<file path="src/core/usm_pkg.sv">
// Overview of operation
// select bit high means async serial mode
// mode field 7..5 acts only when select low
// software keeps select low for sync modes
// sync enable bit 1 acts only select low
// status register flags ignore software writes
// parity mismatch sets parity flag bit 7
// parity flag never set when parity off
// status read then data access clears errors
// majority-sample disagreement sets noise flag bit 6
// noise flag sets with data-available flag
// overrun character leaves noise flag unchanged
// framing error sets framing flag bit 5
// data-available flag tracks data register contents
// overrun flag set, blocks further transfers
// low first stop bit is framing error
// three mid-bit samples, disagreement means noise
package usm_pkg;
    // register select codes on the register port
    localparam logic [1:0] SEL_CTRL   = 2'h0;
    localparam logic [1:0] SEL_STATUS = 2'h1;
    localparam logic [1:0] SEL_DATA   = 2'h2;
    // control register fields and reset value
    localparam int         CTRL_MODE_HI = 7;
    localparam int         CTRL_MODE_LO = 5;
    localparam int         CTRL_ASYNC   = 4;
    localparam int         CTRL_DEB_HI  = 3;
    localparam int         CTRL_DEB_LO  = 2;
    localparam int         CTRL_EN      = 1;
    localparam logic [7:0] CTRL_RESET   = 8'hE0;
    // status register bit positions
    localparam int         ST_PERR  = 7;
    localparam int         ST_NF    = 6;
    localparam int         ST_FERR  = 5;
    localparam int         ST_OERR  = 4;
    localparam int         ST_RIDLE = 3;
    localparam int         ST_RXAV  = 2;
    localparam int         ST_TIDLE = 1;
    localparam int         ST_TXE   = 0;
    // oversampling: sixteen ticks per bit, votes on ticks 7..9
    localparam int         OVS_N     = 16;
    localparam logic [3:0] SMP_FIRST = 4'h7;
    localparam logic [3:0] SMP_LAST  = 4'h9;
    localparam logic [3:0] STOP_DONE = 4'hA;
    localparam logic [3:0] OVS_LAST  = 4'hF;
    localparam logic [3:0] BITS_8    = 4'h8;
    localparam logic [3:0] BITS_9    = 4'h9;
    // clock and default line rate
    localparam int         CLK_HZ   = 20_000_000;
    localparam int         BAUD_HZ  = 9600;
    localparam int         BAUD_DIV = CLK_HZ / (BAUD_HZ * OVS_N);
    // receiver states
    typedef enum logic [1:0] {
        RX_IDLE  = 2'b00,
        RX_START = 2'b01,
        RX_DATA  = 2'b10,
        RX_STOP  = 2'b11
    } usm_rx_state_t;
endpackage : usm_pkg

</file>
<file path="src/core/usm_serial_core.sv">
// mode select, receiver and receive status flags of the shared serial module
module usm_serial_core #(
    parameter int BAUD_DIV = usm_pkg::BAUD_DIV
) (
    input  wire logic       core_clk,
    input  wire logic       reset_n,
    input  wire logic [1:0] reg_sel,       // register select
    input  wire logic       reg_wr,        // write strobe
    input  wire logic       reg_rd,        // read strobe
    input  wire logic [7:0] reg_wdata,     // write data
    output logic      [7:0] reg_rdata,     // read data, one cycle after strobe
    input  wire logic       rx_in,         // receive pin
    input  wire logic       rx_enable,     // receiver enable
    input  wire logic       parity_enable, // parity on
    input  wire logic       parity_odd,    // odd when high
    input  wire logic       nine_bit,      // nine-bit frames
    input  wire logic       tx_idle_in,    // transmitter idle
    input  wire logic       tx_empty_in,   // tx holding empty
    output logic            async_mode_active,
    output logic      [2:0] sync_mode_field,
    output logic            sync_module_enable,
    output logic      [1:0] two_wire_debounce_select,
    output logic            rx_bit8,       // ninth received bit
    output logic      [7:0] tx_data,       // last data written
    output logic            tx_load        // data write pulse
);
    logic [7:0] ctrl_q;      // control register
    logic [7:0] rx_data_q;   // receive data register
    logic       rx_bit8_q;   // ninth bit beside data
    logic [7:0] tx_data_q;   // transmit data
    logic [7:0] rdata_q;     // read return
    logic       perr_q, nf_q, ferr_q, oerr_q, rxav_q;
    logic       armed_q;     // status read seen
    logic       noise_acc_q; // noise seen in current frame
    logic [8:0] shift_q;     // frame shifter
    logic [3:0] ovs_q;       // tick within bit
    logic [3:0] nbits_q;     // bits received
    // next values, receiver state, and registered and gated mode signals
    logic [7:0]             ctrl_d;        // control next value
    logic [7:0]             rx_data_d;     // receive data next value
    logic                   rx_bit8_d;     // ninth bit next value
    logic [7:0]             tx_data_d;     // transmit data next value
    logic [7:0]             rdata_d;       // read return next value
    logic                   perr_d;        // parity flag next value
    logic                   nf_d;          // noise flag next value
    logic                   ferr_d;        // framing flag next value
    logic                   oerr_d;        // overrun flag next value
    logic                   rxav_d;        // data-available next value
    logic                   armed_d;       // clear sequence next value
    logic                   noise_acc_d;   // frame noise next value
    logic [8:0]             shift_d;       // shifter next value
    logic [3:0]             ovs_d;         // tick count next value
    logic [3:0]             nbits_d;       // bit count next value
    usm_pkg::usm_rx_state_t state_q;       // receiver state
    usm_pkg::usm_rx_state_t state_d;       // receiver next state
    logic                   async_q;       // async select, registered out
    logic [2:0]             mode_q;        // gated mode field
    logic                   en_q;          // gated sync enable
    logic [1:0]             deb_q;         // gated debounce select
    logic                   async_sel;     // async select bit of control
    logic [2:0]             mode_gated;    // mode field, zero in async mode
    logic                   en_gated;      // enable, zero in async mode
    logic [1:0]             deb_gated;     // debounce, zero in async mode

    // register port decode
    logic                   wr_ctrl;       // control write
    logic                   wr_data;       // data register write
    logic                   rd_status;     // status read
    logic                   rd_data;       // data register read
    logic                   data_acc;      // any data register access
    logic                   clr_errs;      // second step of clear sequence
    logic                   clr_rxav;      // data read after status read
    logic [7:0]             status_word;   // assembled status
    logic [7:0]             rd_mux;        // selected read value

    assign wr_ctrl   = reg_wr && (reg_sel == usm_pkg::SEL_CTRL);
    assign wr_data   = reg_wr && (reg_sel == usm_pkg::SEL_DATA);
    // status writes decode to nothing, so software cannot touch a flag
    assign rd_status = reg_rd && (reg_sel == usm_pkg::SEL_STATUS);
    assign rd_data   = reg_rd && (reg_sel == usm_pkg::SEL_DATA);
    assign data_acc  = wr_data || rd_data;
    assign clr_errs  = armed_q && data_acc;
    assign clr_rxav  = armed_q && rd_data;

    // receiver helpers
    logic                   rx_on;         // receiver allowed to run
    logic                   tick;          // oversample tick
    logic                   restart;       // realign tick at start edge
    logic                   smp;           // take a vote sample
    logic                   bit_clr;       // reset the voter
    logic                   bit_eval;      // bit decision point
    logic                   vote;          // majority of the samples
    logic                   disagree;      // samples disagreed
    logic [3:0]             frame_len;     // bits after start, parity included
    logic                   last_bit;      // bit being decided is the last
    logic                   stop_eval;     // stop bit decided
    logic                   parity_bad;    // parity mismatch on frame
    logic [7:0]             frame_data;    // data byte of the frame
    logic                   frame_bit8;    // ninth bit of the frame
    logic                   xfer;          // frame lands in data register
    logic                   ovr_evt;       // frame lost to overrun

    // the receiver only runs in async mode
    assign rx_on      = ctrl_q[usm_pkg::CTRL_ASYNC] && rx_enable;
    assign restart    = (state_q == usm_pkg::RX_IDLE) && rx_on && !rx_in;
    // three votes around mid-bit
    assign smp        = tick && (ovs_q >= usm_pkg::SMP_FIRST)
                        && (ovs_q <= usm_pkg::SMP_LAST);
    assign bit_eval   = tick && (ovs_q == usm_pkg::STOP_DONE);
    assign bit_clr    = restart || (tick && (ovs_q == usm_pkg::OVS_LAST));
    // parity takes the ninth position when enabled
    assign frame_len  = (nine_bit || parity_enable) ? usm_pkg::BITS_9 : usm_pkg::BITS_8;
    assign last_bit   = ((nbits_q + 4'h1) == frame_len);
    assign stop_eval  = bit_eval && (state_q == usm_pkg::RX_STOP);
    assign frame_data = (frame_len == usm_pkg::BITS_9) ? shift_q[7:0] : shift_q[8:1];
    assign frame_bit8 = (frame_len == usm_pkg::BITS_9) && shift_q[8];
    // no parity means no parity error, whatever the line carried
    assign parity_bad = parity_enable && (parity_odd ? !(^shift_q) : (^shift_q));
    // single data register: a full one or a standing overrun blocks the move
    assign xfer       = stop_eval && !rxav_q && !oerr_q;
    assign ovr_evt    = stop_eval && (rxav_q || oerr_q);

    // oversample tick, realigned on each start edge
    usm_tick #(
        .DIV      (BAUD_DIV)
    ) u_tick (
        .core_clk (core_clk),
        .reset_n  (reset_n),
        .restart  (restart),
        .tick     (tick)
    );

    // majority voter for the bit under way
    usm_vote u_vote (
        .core_clk (core_clk),
        .reset_n  (reset_n),
        .clr      (bit_clr),
        .smp      (smp),
        .bit_in   (rx_in),
        .vote     (vote),
        .disagree (disagree)
    );

    // status word, one flag per position
    assign status_word[usm_pkg::ST_PERR]  = perr_q;
    assign status_word[usm_pkg::ST_NF]    = nf_q;
    assign status_word[usm_pkg::ST_FERR]  = ferr_q;
    assign status_word[usm_pkg::ST_OERR]  = oerr_q;
    assign status_word[usm_pkg::ST_RIDLE] = (state_q == usm_pkg::RX_IDLE);
    assign status_word[usm_pkg::ST_RXAV]  = rxav_q;
    assign status_word[usm_pkg::ST_TIDLE] = tx_idle_in;
    assign status_word[usm_pkg::ST_TXE]   = tx_empty_in;

    // read selection
    assign rd_mux = (reg_sel == usm_pkg::SEL_CTRL)   ? ctrl_q :
                    (reg_sel == usm_pkg::SEL_STATUS) ? status_word :
                    (reg_sel == usm_pkg::SEL_DATA)   ? rx_data_q : 8'h00;

    // mode fields only act while the async select is low
    assign async_sel  = ctrl_q[usm_pkg::CTRL_ASYNC];
    assign mode_gated = async_sel ? 3'h0 : ctrl_q[usm_pkg::CTRL_MODE_HI:usm_pkg::CTRL_MODE_LO];
    assign en_gated   = !async_sel && ctrl_q[usm_pkg::CTRL_EN];
    assign deb_gated  = async_sel ? 2'h0 : ctrl_q[usm_pkg::CTRL_DEB_HI:usm_pkg::CTRL_DEB_LO];

    // register port next values
    assign ctrl_d    = wr_ctrl ? reg_wdata : ctrl_q;
    assign tx_data_d = wr_data ? reg_wdata : tx_data_q;
    assign rdata_d   = reg_rd ? rd_mux : rdata_q;
    assign armed_d   = rd_status ? 1'b1 : (data_acc ? 1'b0 : armed_q);

    // flags: a new event wins over a clear in the same cycle
    assign perr_d    = (xfer && parity_bad) ? 1'b1 : (clr_errs ? 1'b0 : perr_q);
    assign nf_d      = (xfer && (noise_acc_q || disagree)) ? 1'b1 :
                       (clr_errs ? 1'b0 : nf_q);
    assign ferr_d    = (xfer && !vote) ? 1'b1 : (clr_errs ? 1'b0 : ferr_q);
    assign oerr_d    = ovr_evt ? 1'b1 : (clr_errs ? 1'b0 : oerr_q);
    assign rxav_d    = xfer ? 1'b1 : (clr_rxav ? 1'b0 : rxav_q);
    assign rx_data_d = xfer ? frame_data : rx_data_q;
    assign rx_bit8_d = xfer ? frame_bit8 : rx_bit8_q;

    // receiver sequencing
    always_comb begin
        state_d     = state_q;
        ovs_d       = ovs_q;
        nbits_d     = nbits_q;
        shift_d     = shift_q;
        noise_acc_d = noise_acc_q;
        if (tick) begin
            ovs_d = ovs_q + 4'h1;
        end
        case (state_q)
            usm_pkg::RX_IDLE: begin
                // hold counts at zero until a start edge
                ovs_d   = 4'h0;
                nbits_d = 4'h0;
                if (restart) begin
                    state_d     = usm_pkg::RX_START;
                    shift_d     = 9'h000;
                    noise_acc_d = 1'b0;
                end
            end
            usm_pkg::RX_START: begin
                // a high vote at mid start bit is a false start
                if (bit_eval) begin
                    noise_acc_d = disagree;
                    state_d     = vote ? usm_pkg::RX_IDLE : usm_pkg::RX_DATA;
                end
            end
            usm_pkg::RX_DATA: begin
                // shift in lsb first
                if (bit_eval) begin
                    shift_d     = {vote, shift_q[8:1]};
                    nbits_d     = nbits_q + 4'h1;
                    noise_acc_d = noise_acc_q || disagree;
                    if (last_bit) begin
                        state_d = usm_pkg::RX_STOP;
                    end
                end
            end
            usm_pkg::RX_STOP: begin
                // flags are taken from the stop decision
                if (bit_eval) begin
                    state_d = usm_pkg::RX_IDLE;
                end
            end
            default: begin
                state_d = usm_pkg::RX_IDLE;
            end
        endcase
        if (!rx_on) begin
            state_d = usm_pkg::RX_IDLE;
        end
    end

    // register port state
    always_ff @(posedge core_clk) begin
        if (!reset_n) begin
            ctrl_q    <= usm_pkg::CTRL_RESET;
            tx_data_q <= 8'h00;
            rdata_q   <= 8'h00;
            armed_q   <= 1'b0;
        end else begin
            ctrl_q    <= ctrl_d;
            tx_data_q <= tx_data_d;
            rdata_q   <= rdata_d;
            armed_q   <= armed_d;
        end
    end

    // registered mode outputs
    always_ff @(posedge core_clk) begin
        if (!reset_n) begin
            async_q <= 1'b0;
            mode_q  <= usm_pkg::CTRL_RESET[usm_pkg::CTRL_MODE_HI:usm_pkg::CTRL_MODE_LO];
            en_q    <= 1'b0;
            deb_q   <= 2'h0;
        end else begin
            async_q <= async_sel;
            mode_q  <= mode_gated;
            en_q    <= en_gated;
            deb_q   <= deb_gated;
        end
    end

    // status flags
    always_ff @(posedge core_clk) begin
        if (!reset_n) begin
            perr_q <= 1'b0;
            nf_q   <= 1'b0;
            ferr_q <= 1'b0;
            oerr_q <= 1'b0;
            rxav_q <= 1'b0;
        end else begin
            perr_q <= perr_d;
            nf_q   <= nf_d;
            ferr_q <= ferr_d;
            oerr_q <= oerr_d;
            rxav_q <= rxav_d;
        end
    end

    // receiver registers
    always_ff @(posedge core_clk) begin
        if (!reset_n) begin
            state_q     <= usm_pkg::RX_IDLE;
            ovs_q       <= 4'h0;
            nbits_q     <= 4'h0;
            shift_q     <= 9'h000;
            noise_acc_q <= 1'b0;
            rx_data_q   <= 8'h00;
            rx_bit8_q   <= 1'b0;
        end else begin
            state_q     <= state_d;
            ovs_q       <= ovs_d;
            nbits_q     <= nbits_d;
            shift_q     <= shift_d;
            noise_acc_q <= noise_acc_d;
            rx_data_q   <= rx_data_d;
            rx_bit8_q   <= rx_bit8_d;
        end
    end

    // outputs
    assign reg_rdata                = rdata_q;
    assign async_mode_active        = async_q;
    assign sync_mode_field          = mode_q;
    assign sync_module_enable       = en_q;
    assign two_wire_debounce_select = deb_q;
    assign rx_bit8                  = rx_bit8_q;
    assign tx_data                  = tx_data_q;
    assign tx_load                  = wr_data;
endmodule : usm_serial_core

</file>
<file path="src/core/usm_tick.sv">
// oversample tick generator: one pulse every DIV clocks
module usm_tick #(
    parameter int DIV = 130
) (
    input  wire logic core_clk,
    input  wire logic reset_n,
    input  wire logic restart,  // realign the tick phase
    output logic      tick      // one-cycle pulse
);
    localparam int CW = $clog2(DIV + 1);
    localparam logic [CW-1:0] LAST = CW'(DIV - 1);

    logic [CW-1:0] cnt_q;  // divider count
    logic [CW-1:0] cnt_d;

    assign tick  = (cnt_q == LAST);
    assign cnt_d = (restart || tick) ? '0 : cnt_q + CW'(1);

    // divider register
    always_ff @(posedge core_clk) begin
        if (!reset_n) begin
            cnt_q <= '0;
        end else begin
            cnt_q <= cnt_d;
        end
    end
endmodule : usm_tick

</file>
<file path="src/core/usm_vote.sv">
// three-sample majority voter with disagreement detect
module usm_vote (
    input  wire logic core_clk,
    input  wire logic reset_n,
    input  wire logic clr,       // start a new bit
    input  wire logic smp,       // take one sample
    input  wire logic bit_in,    // line level
    output logic      vote,      // majority of samples
    output logic      disagree   // samples not all equal
);
    logic [1:0] ones_q;  // count of high samples
    logic [1:0] cnt_q;   // samples taken

    // majority and noise from the counters
    assign vote     = (ones_q >= 2'h2);
    assign disagree = (cnt_q != 2'h0) && (ones_q != 2'h0) && (ones_q != cnt_q);

    // sample accumulation
    always_ff @(posedge core_clk) begin
        if (!reset_n || clr) begin
            ones_q <= 2'h0;
            cnt_q  <= 2'h0;
        end else if (smp) begin
            ones_q <= ones_q + {1'b0, bit_in};
            cnt_q  <= cnt_q + 2'h1;
        end
    end
endmodule : usm_vote

</file>
<file path="config.mk">
export PLATFORM = sky130hd
export DESIGN_NAME = usm_serial_core
export DESIGN_NICKNAME = d
export VERILOG_FILES = /design/src/core/usm_pkg.sv /design/src/core/usm_serial_core.sv /design/src/core/usm_tick.sv /design/src/core/usm_vote.sv
export SDC_FILE = /design/constraint.sdc
export NUM_CORES = 1
export LEC_CHECK = 0
export ABC_CLOCK_PERIOD_IN_PS = 5630
export BUFFER_PORTS_ARGS = -buffer_cell sky130_fd_sc_hd__buf_2
export CORE_ASPECT_RATIO = 1.5
export CORE_MARGIN = 2
export CORE_UTILIZATION = 40
export DETAILED_ROUTE_END_ITERATION = 7
export SETUP_SLACK_MARGIN = 0.4
export SYNTH_ARGS = -nofsm -noshare
export SYNTH_HDL_FRONTEND = slang
export SYNTH_HIERARCHICAL = 1
export SYNTH_SLANG_ARGS = --single-unit
</file>
<file path="constraint.sdc">
create_clock -name core_clk -period 5.63 [get_ports core_clk]
set_input_delay 0.8445 -clock core_clk [delete_from_list [all_inputs] [get_ports core_clk]]
set_output_delay 0.8445 -clock core_clk [all_outputs]
set_load 0.02 [all_outputs]
</file>
==> run_results.csv <==
group,metric,value,unit
worst_setup_path,reg2reg_slack,2.83,ns
synth,syn_nets,441,
finish,utilization,47.1,%
route,viasPerCell,5.20,
finish,diodes,0,
floorplanning,core-area,9150,µm²
timing,rsz0062_at_grt,"false",
worst_setup_path,r2r-start,"u_tick/cnt_q[0]",
cts,htreeDepth,3,
timing,fin_setup_tns,0,ns
synth,yosys.area.top_type_share,41.8,%
global_routing,grt_pass1_vias,2739,
worst_setup_path,cp.depth,5,
route,drtIter0Drc,98,
synth,synth_area,3730,µm²
synth,yosys.area.top_type,"dfxtp_1",
worst_setup_path,crit_arrival,2.39,ns
timing,setup_viol,0,
synth,ys_top_cells_by_area,"dfxtp_1 42%, ha_1 5.0%, nand2_1 4.8%, mux2i_1 4.3%, o211a_1 4.3%",
floorplanning,boundaryPins,46,
synth,synth_area_per_cell,9.22,µm²
synth,synth-edff-count,0,
placed_design,io_buffers,45,
run_status,outcome,"finished clean",
worst_setup_path,reg2reg_depth,9,
global_routing,grt_max_degree,64,
cts,numCtsBuffers,9,
route,drc,0,
timing,drv_slew,0,
worst_setup_path,cp_data_required_time,4.79,ns
timing,hold_viol_final,0,
route,drt-total-wl,7810,µm
synth,synth_warnings,6,
pwr,power.leakage,1.79,nW
finish,area_delta_synth_final,15.5,%
pwr,pwr_density_cell,294,nW/µm²
cts,cts_setup_buffers,0,
finish,fin_cells,557,
placed_design,gp_congestion,0.822,
floorplanning,die_h,122,µm
worst_setup_path,crit_path_end,"tx_load",
cts,cts_buffer_depth,2,
worst_setup_path,crit_fanout,12,
worst_setup_path,cp_cell_sequence,"buf_2 > nor2b_1 > nand2_1 > clkinv_1 > buf_2",
worst_setup_path,r2r-end,"rx_data_q[5]",
worst_setup_path,cpMostUsedCell,"buf_2",
placed_design,placed_cell_area,3990,µm²
min_path,hp-class,"flip-flop to flip-flop",
cts,clk_latency,0.33,ns
placed_design,pre_cts_ws,2.41,ns
timing,min_period_over_period,57.5,%
run,maxCapViolations,0,
cts,cts_tree,"done",
cts,cts_hold_buf,0,
worst_setup_path,crit_start,"reg_sel[0]",
cts,path_clk_slew,0.05,ns
worst_setup_path,path_delay_family,"simple AND/OR/NAND/NOR gates",
cts,clockRootBuffer,"clkbuf_16",
worst_setup_path,critPathMaxStageDelay,0.54,ns
finish,drive_gt1_share,16.6,%
worst_setup_path,cp-end-kind,"primary output",
placed_design,dp_hpwl,5600,µm
synth,async_reset_ff_share,0,%
timing,skew,0.00541,ns
timing,fmax,0.309,GHz
timing,worst_pin_slew,1.01,ns
finish,nets,477,
worst_setup_path,start_kind,"primary input",
cts,clock_sinks,78,
timing,setup_ws,2.39,ns
synth,yosysSeqAreaShare,41.8,%
global_routing,track_usage,16.0,%
global_routing,gr-total-overflow,0,
pwr,ir_drop,0.000229,V
route,wire_per_inst,14.0,µm
route,dr.pass1.iters,4,
floorplanning,start_util,40.8,%
synth,synth_seq_cells,78,
floorplanning,rows,43,
timing,slew_headroom,32.8,%
floorplanning,die_area,10100,µm²
global_routing,grt_pass1_wl,13100,µm
min_path,whs_path_depth,2,
synth,postSynthCellCount,405,
route,ant_nets,0,
worst_setup_path,critPathKind,"primary input to primary output",
worst_setup_path,crit_path_top_delay_cell,"nor2b_1",
floorplanning,die_x,82.9,µm
finish,finalInstanceArea,4310,µm²
worst_setup_path,critPathBufInv,3,
timing,fin_crit,3.24,ns
cts,cts_resized,0,
placed_design,dpl.cell_count,542,
synth,synthFlopType,"dfxtp_1",
synth,post_synth_num_cell_types,51,
global_routing,antenna_found_initial,0,
route,vias,2896,
-- flip-flops by register name (all words and copies together) (netlist names), 2 cells and up, named ones only --
| signal | cells |
|---|---|
| two_wire_debounce_select | 2 |
| shift_q | 9 |
| ovs_q | 4 |
| sync_mode_field | 3 |
| u_vote/cnt_q | 2 |
| reg_rdata | 8 |
| ctrl_q | 8 |
| rx_data_q | 8 |
| nbits_q | 4 |
| tx_data | 8 |
| u_vote/ones_q | 2 |
| u_tick/cnt_q | 8 |
-- synthesized netlist by cell type, types with 4 or more instances --
cell type	count
o21ai_0	22
o211a_1	16
ha_1	15
nand2_1	48
a21boi_1	4
dfxtp_1	78
buf_4	5
a21boi_0	11
xor2_1	8
o211ai_1	11
nand3_1	20
mux2i_1	16
a22oi_1	8
nor2b_1	22
inv_1	13
a21oi_1	9
clkbuf_1	11
nand2b_1	4
and2_1	6
xnor2_1	12
nor2_1	24
-- placed cells by master (no fill, tap or decap), drive strengths merged, types with 6 or more instances in the layout --
| cell | Yosys | layout |
|---|---|---|
| dfxtp | 78 | 78 |
| nand2 | 50 | 50 |
| buf | 11 | 47 |
| nor2 | 26 | 26 |
| o21ai | 24 | 24 |
| nor2b | 22 | 22 |
| nand3 | 20 | 20 |
| mux2i | 17 | 17 |
| o211a | 16 | 16 |
| ha | 15 | 15 |
| a21boi | 15 | 15 |
| inv | 13 | 13 |
| xnor2 | 12 | 12 |
| o211ai | 11 | 11 |
| clkbuf | 11 | 11 |
| a21oi | 10 | 10 |
| a22oi | 8 | 8 |
| xor2 | 8 | 8 |
| and2 | 6 | 6 |
-- cell type report --
| class | count | area, µm² |
|---|---|---|
| Clock inverter | 4 | 70.1 |
| Clock buffer | 11 | 253 |
| Fill cell | 930 | 4840 |
| Timing Repair Buffer | 47 | 240 |
| Sequential cell | 78 | 1560 |
| Tap cell | 112 | 140 |
| Inverter | 14 | 52.6 |
| Multi-Input combinational cell | 291 | 1990 |
-- power by group --
group | switching [mW] | leakage, nW | internal [mW]
combinational | 0.0446 | 0.998 | 0.0292
clock | 0.213 | 0.161 | 0.408
sequential | 0.00845 | 0.632 | 0.564
-- logic make-up (layout without fill, tap and decap cells) --
kind of cell,count (synthesis),in the layout,synth area share (%)
multiplexers,17,17,4.89
XOR/XNOR,20,20,4.69
AO/OA/AOI/OAI,92,92,18.4
adder cells (fa/ha/maj),15,15,5.03
AND/OR/NAND/NOR,147,147,20.3
buffers and inverters,36,76,4.79
flip-flops,78,78,41.8
-- worst reg2reg max path, delay by kind of cell (launching register included) --
kind,cells,cell delay [ns]
AO/OA/AOI/OAI,1,0.17
flip-flops,1,0.41
AND/OR/NAND/NOR,6,1.68
buffers and inverters,1,0.20
adder cells (fa/ha/maj),1,0.23
-- worst min path at each step --
stage              endpoint  slack (ns)         start
2_1_floorplan          nf_q        0.43          nf_q
3_3_place_gp   reg_rdata[1]        0.46  reg_rdata[1]
3_5_place_dp     tx_data[3]        0.46    tx_data[3]
4_1_cts          tx_data[3]        0.47    tx_data[3]
5_1_grt              perr_q        0.49        perr_q
6_report         tx_data[3]        0.47    tx_data[3]
-- metal layers --
metal | track usage (%) | wire length (µm) | vias up
met4 | 8.09 | 158 | 0
met3 | 3.16 | 180 | 11
met1 | 18.5 | 3350 | 1370
met2 | 28.2 | 4120 | 40
li1 | - | - | 1475
met5 | 0 | 0 | -
-- per-stage QoR --
stage | hold WS, ns | power, mW
after floorplan | 0.430 | 0.634
after global placement | 0.463 | 0.658
after detailed placement | 0.463 | 0.659
after CTS | 0.470 | 1.29
after global routing | 0.491 | 1.31
final | 0.466 | 1.27
No activity file was read; power rests on OpenSTA's default activity.
